## config.mk

```make
export PLATFORM = sky130hd
export DESIGN_NAME = dbk_break_ctrl
export DESIGN_NICKNAME = d
export VERILOG_FILES = /design/src/logic/dbk_pkg.sv /design/src/logic/dbk_break_ctrl.sv
export VERILOG_INCLUDE_DIRS = /design/src /design/src/logic
export SDC_FILE = /design/constraint.sdc
export NUM_CORES = 1
export LEC_CHECK = 0
export BUFFER_PORTS_ARGS = -buffer_cell sky130_fd_sc_hd__buf_2
export CAP_MARGIN = 20
export CORE_MARGIN = 8
export CORE_UTILIZATION = 45
export CTS_BUF_LIST = sky130_fd_sc_hd__clkbuf_16
export DETAILED_ROUTE_END_ITERATION = 6
export PLACE_DENSITY = 0.78
export REMOVE_ABC_BUFFERS = 1
export SYNTH_ARGS = -nofsm -noshare
export SYNTH_HDL_FRONTEND = slang
export SYNTH_SLANG_ARGS = --single-unit
```

## constraint.sdc

```tcl
create_clock -name CORE_CLK_I -period 1.6 [get_ports CORE_CLK_I]
set_clock_uncertainty 0.15 [all_clocks]
set_input_delay 0.32 -clock CORE_CLK_I [delete_from_list [all_inputs] [get_ports CORE_CLK_I]]
set_output_delay 0.32 -clock CORE_CLK_I [all_outputs]
set_load 0.05 [all_outputs]
```

## src/logic/dbk_regs.svh

```systemverilog
// bit positions, reset values and widths of the debug break control block
`ifndef DBK_REGS_SVH
`define DBK_REGS_SVH
// --------------------------------------------------------------------
// watch_ctrl_reg field positions
// --------------------------------------------------------------------
`define DBK_WC_ENABLE     7
`define DBK_WC_ARM        6
`define DBK_WC_TAG        5
`define DBK_WC_BRK_ENABLE 4
`define DBK_WC_A_VALUE    3
`define DBK_WC_A_CHECK    2
`define DBK_WC_B_VALUE    1
`define DBK_WC_B_CHECK    0
`define DBK_WC_RESET      8'h00
// --------------------------------------------------------------------
// bg_ctrl_status field positions
// --------------------------------------------------------------------
`define DBK_BG_PERMIT     7
`define DBK_BG_ACTIVE     6
`define DBK_BG_CLKSEL     5
`define DBK_BG_WAIT       4
`define DBK_BG_WAITFAIL   3
`define DBK_BG_DVALID     2
`define DBK_BG_RESET      8'h00
`define DBK_BKPT_RESET    16'h0000
`endif

```

## src/logic/dbk_pkg.sv

```systemverilog
// types shared by the debug break control block
`default_nettype none
package dbk_pkg;
  // ------------------------------------------------------------------
  // control register fields
  // ------------------------------------------------------------------
  typedef struct packed {
    logic enable;
    logic arm;
    logic tag;
    logic brk_enable;
    logic a_value;
    logic a_check;
    logic b_value;
    logic b_check;
  } dbk_ctrl_s;
  // ------------------------------------------------------------------
  // break request toward the core
  // ------------------------------------------------------------------
  typedef struct packed {
    logic req;
    logic tag;
    logic soft_int;
  } dbk_brk_s;
  typedef enum logic [1:0] {
    DBK_IDLE,
    DBK_PEND
  } dbk_brk_e;
endpackage
`default_nettype wire

```

## src/logic/dbk_break_ctrl.sv

```systemverilog
// debug break request and control register logic
`timescale 1ns/1ps
`default_nettype none
`include "dbk_regs.svh"

// Function
// - break enable lets triggers request hardware breaks
// - tag break marks opcode entering the queue
// - force break finishes instruction, enters background
// - no background permit means software interrupt
// - 8-bit status register, 16-bit match address
// - background registers reached only by serial commands
// - permit writes ignored while background active
// - four status bits read-only, never written
// - clock source select always readable and writable
// - control register writable at any time
// - bit 7 enables unit; refused while secured
// - bit 6 arms; run done or clear stops
// - bit 5 selects tag or force type
// - bit 4 gates break requests, trace continues
// - end trace breaks on qualified trigger
// - begin trace breaks when fifo fills
// - bits 2,3 qualify comparator A direction
// - bits 0,1 qualify comparator B direction
module dbk_break_ctrl
  import dbk_pkg::*;
(
  input  wire logic        CORE_CLK_I,
  input  wire logic        RESET_N_I,
  input  wire logic        CTRL_WR_I,
  input  wire logic [7:0]  CTRL_WDATA_I,
  output var  logic [7:0]  CTRL_RDATA_O,
  input  wire logic        SECURE_I,
  input  wire logic        BG_CMD_WR_I,
  input  wire logic [7:0]  BG_CMD_WDATA_I,
  output var  logic [7:0]  BG_CMD_RDATA_O,
  input  wire logic        BKPT_CMD_WR_I,
  input  wire logic [15:0] BKPT_CMD_WDATA_I,
  output var  logic [15:0] BKPT_CMD_RDATA_O,
  input  wire logic        BG_ACTIVE_I,
  input  wire logic        WAIT_STATE_I,
  input  wire logic        WAIT_FAIL_I,
  input  wire logic        DATA_VALID_I,
  input  wire logic        CMP_A_HIT_I,
  input  wire logic        CMP_B_HIT_I,
  input  wire logic        BUS_READ_I,
  output var  logic        CMP_A_QUAL_O,
  output var  logic        CMP_B_QUAL_O,
  input  wire logic        TRACE_BEGIN_I,
  input  wire logic        TRIG_MET_I,
  input  wire logic        FIFO_FULL_I,
  input  wire logic        RUN_DONE_I,
  output var  logic        ARMED_O,
  input  wire logic        QUEUE_LOAD_I,
  input  wire logic        BRK_ACK_I,
  output var  logic        BRK_REQ_O,
  output var  logic        BRK_TAG_O,
  output var  logic        BRK_SOFTINT_O,
  output var  logic        OPCODE_MARK_O
);

  // ------------------------------------------------------------------
  // state
  // ------------------------------------------------------------------
  dbk_ctrl_s   watch_ctrl_reg;
  dbk_ctrl_s   next_watch_ctrl_reg;
  logic        background_permit;
  logic        clock_source_select;
  logic [15:0] bg_break_match;
  logic        fifo_full_d;
  dbk_brk_e    brk_state;
  dbk_brk_e    next_brk_state;
  dbk_brk_s    brk;
  dbk_brk_s    next_brk;

  // ------------------------------------------------------------------
  // control register write decode
  // ------------------------------------------------------------------
  wire logic       wr_enable   = CTRL_WDATA_I[`DBK_WC_ENABLE];
  wire logic       wr_arm      = CTRL_WDATA_I[`DBK_WC_ARM];
  // secured part never gets the enable set
  wire logic       next_enable = CTRL_WR_I ?
                     (wr_enable & ~SECURE_I) :
                     watch_ctrl_reg.enable;
  // arm only sticks with the unit enabled
  wire logic       arm_set     = CTRL_WR_I & wr_arm & next_enable;
  wire logic       arm_clr     = RUN_DONE_I |
                     (CTRL_WR_I & (~wr_arm | ~next_enable));
  // a write that arms beats a run finishing in the same cycle
  wire logic       next_arm    = arm_set |
                     (watch_ctrl_reg.arm & ~arm_clr);
  wire logic [5:0] wr_low      = CTRL_WDATA_I[5:0];

  // control register: writable in any state
  always_comb begin
    next_watch_ctrl_reg = watch_ctrl_reg;
    if (CTRL_WR_I) begin
      {next_watch_ctrl_reg.tag, next_watch_ctrl_reg.brk_enable,
       next_watch_ctrl_reg.a_value, next_watch_ctrl_reg.a_check,
       next_watch_ctrl_reg.b_value,
       next_watch_ctrl_reg.b_check} = wr_low;
    end
    next_watch_ctrl_reg.enable = next_enable;
    next_watch_ctrl_reg.arm    = next_arm;
  end

  always_ff @(posedge CORE_CLK_I) begin
    if (!RESET_N_I) begin
      watch_ctrl_reg <= dbk_ctrl_s'(`DBK_WC_RESET);
    end else begin
      watch_ctrl_reg <= next_watch_ctrl_reg;
    end
  end

  // ------------------------------------------------------------------
  // background registers, serial command side only
  // ------------------------------------------------------------------
  // these never appear on the cpu write port
  wire logic next_permit = (BG_CMD_WR_I & ~BG_ACTIVE_I) ?
                 BG_CMD_WDATA_I[`DBK_BG_PERMIT] :
                 background_permit;
  wire logic next_clksel = BG_CMD_WR_I ?
                 BG_CMD_WDATA_I[`DBK_BG_CLKSEL] :
                 clock_source_select;

  always_ff @(posedge CORE_CLK_I) begin
    if (!RESET_N_I) begin
      background_permit   <= 1'(`DBK_BG_RESET >> `DBK_BG_PERMIT);
      clock_source_select <= 1'(`DBK_BG_RESET >> `DBK_BG_CLKSEL);
      bg_break_match      <= `DBK_BKPT_RESET;
    end else begin
      background_permit   <= next_permit;
      clock_source_select <= next_clksel;
      if (BKPT_CMD_WR_I) begin
        bg_break_match <= BKPT_CMD_WDATA_I;
      end
    end
  end

  // status image: the four flags only ever mirror the core
  wire logic [7:0] bg_image = {background_permit, BG_ACTIVE_I,
                     clock_source_select, WAIT_STATE_I,
                     WAIT_FAIL_I, DATA_VALID_I, 2'b00};

  // ------------------------------------------------------------------
  // read back, registered so outputs come from flops
  // ------------------------------------------------------------------
  // control read data tracks state; serial read data lags it by one cycle
  always_ff @(posedge CORE_CLK_I) begin
    if (!RESET_N_I) begin
      CTRL_RDATA_O     <= 8'h00;
      BG_CMD_RDATA_O   <= 8'h00;
      BKPT_CMD_RDATA_O <= 16'h0000;
      ARMED_O          <= 1'b0;
    end else begin
      CTRL_RDATA_O     <= next_watch_ctrl_reg;
      BG_CMD_RDATA_O   <= bg_image;
      BKPT_CMD_RDATA_O <= bg_break_match;
      ARMED_O          <= next_arm;
    end
  end

  // ------------------------------------------------------------------
  // comparator direction qualification
  // ------------------------------------------------------------------
  wire logic dir_a_ok = ~watch_ctrl_reg.a_check |
                 (BUS_READ_I == watch_ctrl_reg.a_value);
  wire logic dir_b_ok = ~watch_ctrl_reg.b_check |
                 (BUS_READ_I == watch_ctrl_reg.b_value);

  always_ff @(posedge CORE_CLK_I) begin
    if (!RESET_N_I) begin
      CMP_A_QUAL_O <= 1'b0;
      CMP_B_QUAL_O <= 1'b0;
    end else begin
      CMP_A_QUAL_O <= CMP_A_HIT_I & dir_a_ok;
      CMP_B_QUAL_O <= CMP_B_HIT_I & dir_b_ok;
    end
  end

  // ------------------------------------------------------------------
  // trigger to break request
  // ------------------------------------------------------------------
  always_ff @(posedge CORE_CLK_I) begin
    if (!RESET_N_I) begin
      fifo_full_d <= 1'b0;
    end else begin
      fifo_full_d <= FIFO_FULL_I;
    end
  end

  // begin trace waits for the fifo to fill, end trace for the match
  wire logic fifo_fill  = FIFO_FULL_I & ~fifo_full_d;
  wire logic trig_event = TRACE_BEGIN_I ? fifo_fill :
                          TRIG_MET_I;
  wire logic run_live   = watch_ctrl_reg.enable & watch_ctrl_reg.arm;
  // trace keeps storing with break enable clear, only the break is gated
  wire logic brk_fire   = run_live & trig_event &
                          watch_ctrl_reg.brk_enable;

  // request stays up until acknowledged; fresh fire beats ack
  always_comb begin
    next_brk_state = brk_state;
    next_brk       = brk;
    unique case (brk_state)
      DBK_IDLE: begin
        if (brk_fire) begin
          next_brk_state = DBK_PEND;
          next_brk.req   = 1'b1;
          next_brk.tag   = watch_ctrl_reg.tag;
          next_brk.soft_int = ~background_permit;
        end
      end
      DBK_PEND: begin
        if (BRK_ACK_I && !brk_fire) begin
          next_brk_state = DBK_IDLE;
          next_brk.req   = 1'b0;
        end else if (BRK_ACK_I) begin
          next_brk.tag = watch_ctrl_reg.tag;
          next_brk.soft_int = ~background_permit;
        end
      end
    endcase
  end

  always_ff @(posedge CORE_CLK_I) begin
    if (!RESET_N_I) begin
      brk_state <= DBK_IDLE;
      brk       <= '0;
    end else begin
      brk_state <= next_brk_state;
      brk       <= next_brk;
    end
  end

  // core finishes instruction for force type, uses mark for tag
  always_ff @(posedge CORE_CLK_I) begin
    if (!RESET_N_I) begin
      BRK_REQ_O     <= 1'b0;
      BRK_TAG_O     <= 1'b0;
      BRK_SOFTINT_O <= 1'b0;
      OPCODE_MARK_O <= 1'b0;
    end else begin
      BRK_REQ_O     <= next_brk.req;
      BRK_TAG_O     <= next_brk.tag;
      BRK_SOFTINT_O <= next_brk.soft_int;
      OPCODE_MARK_O <= brk.req & brk.tag & QUEUE_LOAD_I;
    end
  end
endmodule
`default_nettype wire

```

-- Word level (Yosys, flattened, before mapping)
Cells that the tools add are included.
- register bits after elaboration: 68
- bits of input ports: 51
- output and inout bits: 39
- eq/ne operators: 7
- multiplexer cells: 12
- bitwise logic cells: 28
- reductions and logical operators: 5
- operators with widths (cell ; number):
    $and A1 B1 Y1 ; 14
    $not A1 Y1 ; 9
    $mux W2 ; 4
    $mux W8 ; 1
    $ne A2 B2 Y1 const B ; 4
    $mux W6 ; 1
    $pmux W3 S2 ; 1
    $or A1 B1 Y1 ; 5
    $pmux W2 S2 ; 1
    $mux W1 ; 3
    $mux W3 ; 1
    $reduce_and A3 Y1 ; 1
    $eq A1 B1 Y1 ; 2
    $eq A2 B1 Y1 const B ; 1
    $logic_not A2 Y1 ; 1
    $reduce_and A2 Y1 ; 1
    $logic_and A1 B1 Y1 ; 1
    $logic_not A1 Y1 ; 1

-- Longest topological paths before layout
- depth after elaboration: 11
- depth in mapped cells: 4
- gate-level depth less buffers: 3

-- Worst setup path before layout
OpenSTA, ideal clock, no wires.
- kind: register to register
- start point: register, netlist name ARMED_O
- end point: register BRK_SOFTINT_O
- library setup time: 0.072 ns
- arrival time: 1.329 ns
- required time: 1.378 ns
- slack: 0.050 ns
- stages on the path, launching flop included: 4
- buffers on the path: 0
- period minus slack after synthesis: 1.550 ns
- path through: dfxtp_1 > nand3_1 > a211oi_4 > mux2i_1
- RTL lines (item ; RTL line ; text):
    end signal, assigned ; dbk_break_ctrl.sv:246 ; BRK_SOFTINT_O <= next_brk.soft_int;
    end, declared ; dbk_break_ctrl.sv:58 ; output var logic BRK_SOFTINT_O,

-- Worst setup path after layout
- start point: register CTRL_RDATA_O[3]
- end point: output port CTRL_RDATA_O[3]
- RTL lines (item ; RTL line ; text):
    start, declared ; dbk_break_ctrl.sv:32 ; output var logic [7:0] CTRL_RDATA_O,
    start signal, assigned ; dbk_break_ctrl.sv:156 ; CTRL_RDATA_O <= next_watch_ctrl_reg;
No word-level cell between the ends.

==> results.yml <==
critical_path:
  critical_path.reg2reg.startpoint: "ARMED_O"
  critical_path_rt_ns: 1.13
  crit_slowest_cell: "sky130_fd_sc_hd__dfxtp_1"
  crit_arrival_ns: 0.93
  cp-start-kind: "flop"
  critical_path.endpoint_type: "output pin"
  r2r-end: "BRK_SOFTINT_O"
  reg2reg_setup_slack_ns: 0.35
  worst-setup-path-type: "reg2out"
  depth_of_the_worst_register_to_register_path: 3
  cp.buffers_inverters: 1
  critical_path.top_delay_family: "flip-flops"
  worst-path-max-fanout: 3
  crit_path_max_incr_delay_ns: 0.37
  cell_breakdown_of_the_critical_path: "buf_2"
grt:
  grt_first_pass_wirelength_um: 6072
  grt_antenna_before_repair: 0
  grt_max_degree: 34
  gr-usage-all-layers_pct: 11.66
  grt_overflow: 0
  first_global_vias: 1307
power:
  leak_nw: 1.240
  power.density_mw_per_mm2: 1135
  p_total_w: 0.002837
  power.ir.vdd_worst_v: 0.0006433
synth:
  synth_top_flop_cell: "sky130_fd_sc_hd__dfxtp_1"
  synth_seq_cells: 55
  synth.top_cell.area_share_pct: 57.14
  synth.lib_cells_used.distinct: 21
  synth.largest_area_cell: "sky130_fd_sc_hd__dfxtp_1"
  synth-seq-area-share_pct: 57.14
  post_synth_most_frequent_cells: "sky130_fd_sc_hd__dfxtp_1 (55), sky130_fd_sc_hd__nor2b_1 (29), sky130_fd_sc_hd__mux2i_1 (27)"
  synth_area_per_cell_um2: 11.54
  async_set_or_reset_flop_fraction_in_the_synthesized_netlist_pct: 0
  synth-edff-count: 0
  post-synth-top-count-cell: "sky130_fd_sc_hd__dfxtp_1"
  synth_warnings: 0
  netlist_top_cells_area: "sky130_fd_sc_hd__dfxtp_1 (57%), sky130_fd_sc_hd__mux2i_1 (14%), sky130_fd_sc_hd__nor2b_1 (9.4%)"
  postSynthCellCount: 167
  syn-cell-area_mm2: 0.001927
timing:
  setup_violations: 0
  period_needed_ns: 1.404
  fmax_mhz: 712.0
  report.final.hold_viol_count: 0
  timing.final.max_slew_violations: 0
  timing.final.crit_share_pct: 87.78
  setup_total_negative_slack_ns: 0
  unrepaired_setup_endpoints_after_global_routing: "false"
die:
  io_pins: 90
  floorplan.rows: 23
  fp.coreArea_mm2: 0.004058
  die_height_um: 81.44
  dieArea_mm2: 0.006632
  initial_cell_density_of_the_core_pct: 47.49
  dieWidth_um: 81.44
cts:
  postCtsSetupRepairBufs: 0
  post_cts_resized: 0
  clk_pin_slew_worst_setup_hold_paths_ns: 0.06
  worst_skew_late_latency_ns: 0.28
  cts_sinks: 55
  tritoncts.num_buffers: 5
  clockRootBuffer: "sky130_fd_sc_hd__clkbuf_16"
  clock_tree_from_tritoncts: "built"
  clock_path_buffers: 2
  cts_hold_buf: 0
  h-tree-depth: 2
layout:
  fin_area_mm2: 0.002500
  areaGrowthSynthToFinish_pct: 29.74
  final_layout_size_suffix_gt1_share_pct: 37.80
  insertedDiodeCount: 0
  final_core_util_pct: 61.61
  finish.net_count: 297
  fillers: 343
hold_path:
  hold-path-endpoint: "BG_CMD_RDATA_O[2]"
  hold_path.startpoint: "DATA_VALID_I"
  worst_hold_path.num_cells: 2
  holdCritPathClass: "in2reg"
placed_design:
  portBuffers: 81
  routabilityCongestion: 0.6870
  placed_area_mm2: 0.002366
  hpwlAfterDp_um: 2844
detailed_routing:
  detail_route.vias_per_cell: 4.453
  route.antenna.remaining_nets: 0
  totalWireLength_um: 3790
  dr.first_iter.drc_count: 37
  wl_per_cell_um: 12.80
  drc_errors: 0
  dr.pass1.iters: 4
  routed-via-count: 1318
run:
  cap_viol_max_count: 0
status:
  outcome: "completed"
[cells in the final DEF (no fill, tap or decap)]
cell and instances:
sky130_fd_sc_hd__clkbuf_16 5, sky130_fd_sc_hd__nand2b_1 1, sky130_fd_sc_hd__nand2b_4 1, sky130_fd_sc_hd__dfxtp_1 55
sky130_fd_sc_hd__conb_1 2, sky130_fd_sc_hd__a21oi_1 3, sky130_fd_sc_hd__buf_12 2, sky130_fd_sc_hd__nand2_1 5
sky130_fd_sc_hd__xor2_1 2, sky130_fd_sc_hd__clkinv_2 1, sky130_fd_sc_hd__buf_4 1, sky130_fd_sc_hd__a31oi_1 1
sky130_fd_sc_hd__nand3_1 1, sky130_fd_sc_hd__nor3b_1 1, sky130_fd_sc_hd__and2_1 23, sky130_fd_sc_hd__a211oi_4 1
sky130_fd_sc_hd__nor2b_1 29, sky130_fd_sc_hd__o21a_1 1, sky130_fd_sc_hd__and4_1 1, sky130_fd_sc_hd__nand3b_4 1
sky130_fd_sc_hd__clkinv_1 1, sky130_fd_sc_hd__mux2i_1 27, sky130_fd_sc_hd__buf_2 81
[layer usage]
metal  share of wire (%)  global-route usage [%]
met3                  17                   7.533
met1                  41                   13.16
met5                   0                       0
met4                0.61                   4.286
met2                  42                   17.34
[kinds of logic (layout without fill, tap and decap cells)]
group,Yosys count,after routing,synth area share (%)
mux,27,27,14.03
simple gates,63,63,21.04
xor+xnor,2,2,0.9093
other cells,1,2,0.1946
flops,55,55,57.14
compound gates,6,6,2.533
buf+inv,13,91,4.155
[state kept, by name, summed over array words and instances, names as in the netlist]
name,flops
ARMED_O,1
BG_CMD_RDATA_O,6
BKPT_CMD_RDATA_O,16
BRK_REQ_O,1
BRK_SOFTINT_O,1
BRK_TAG_O,1
CMP_A_QUAL_O,1
CMP_B_QUAL_O,1
CTRL_RDATA_O,7
OPCODE_MARK_O,1
background_permit,1
bg_break_match,16
clock_source_select,1
fifo_full_d,1
[report_power, final]
| group | leakage [nW] | total (W) | internal (W) | switching, W |
|---|---|---|---|---|
| Clock | 0.0671 | 0.00100 | 0.000563 | 0.000442 |
| Sequential | 0.452 | 0.00146 | 0.00143 | 0.0000235 |
| Combinational | 0.721 | 0.000375 | 0.000141 | 0.000235 |
| Total | 1.24 | 0.00284 | 0.00214 | 0.000700 |
[layout make-up]
class	count	area, um^2	area share (%)
repair buffers	84	452.9	18.12
clock inverters	2	8.758	0.3504
well taps	50	62.56	2.503
multi-input cells	100	749.5	29.98
flip-flops and latches	55	1101	44.04
clock buffers	5	125.1	5.005
[how the worst max path moves through the flow]
stage                               start               to  slack, ns  cells after the start
after floorplan                   ARMED_O        BRK_TAG_O      -0.31                      3
after global placement      TRACE_BEGIN_I        BRK_TAG_O       0.34                      4
after detailed placement    TRACE_BEGIN_I    BRK_SOFTINT_O       0.32                      4
after CTS                 CTRL_RDATA_O[3]  CTRL_RDATA_O[3]       0.18                      1
after global routing      CTRL_RDATA_O[1]  CTRL_RDATA_O[1]       0.14                      1
final                     CTRL_RDATA_O[3]  CTRL_RDATA_O[3]       0.20                      1
[per-stage QoR]
stage               setup slack, ns  hold slack [ns]  cells
detailed placement           0.3178           0.2864    289
CTS                          0.1849          0.08878    296
global placement             0.3371           0.2842    289
floorplan                   -0.3076           0.2791    155
finish                       0.1956          0.09516    296
global route                 0.1447          0.09104    296
Power figures use the tool's default switching activity.
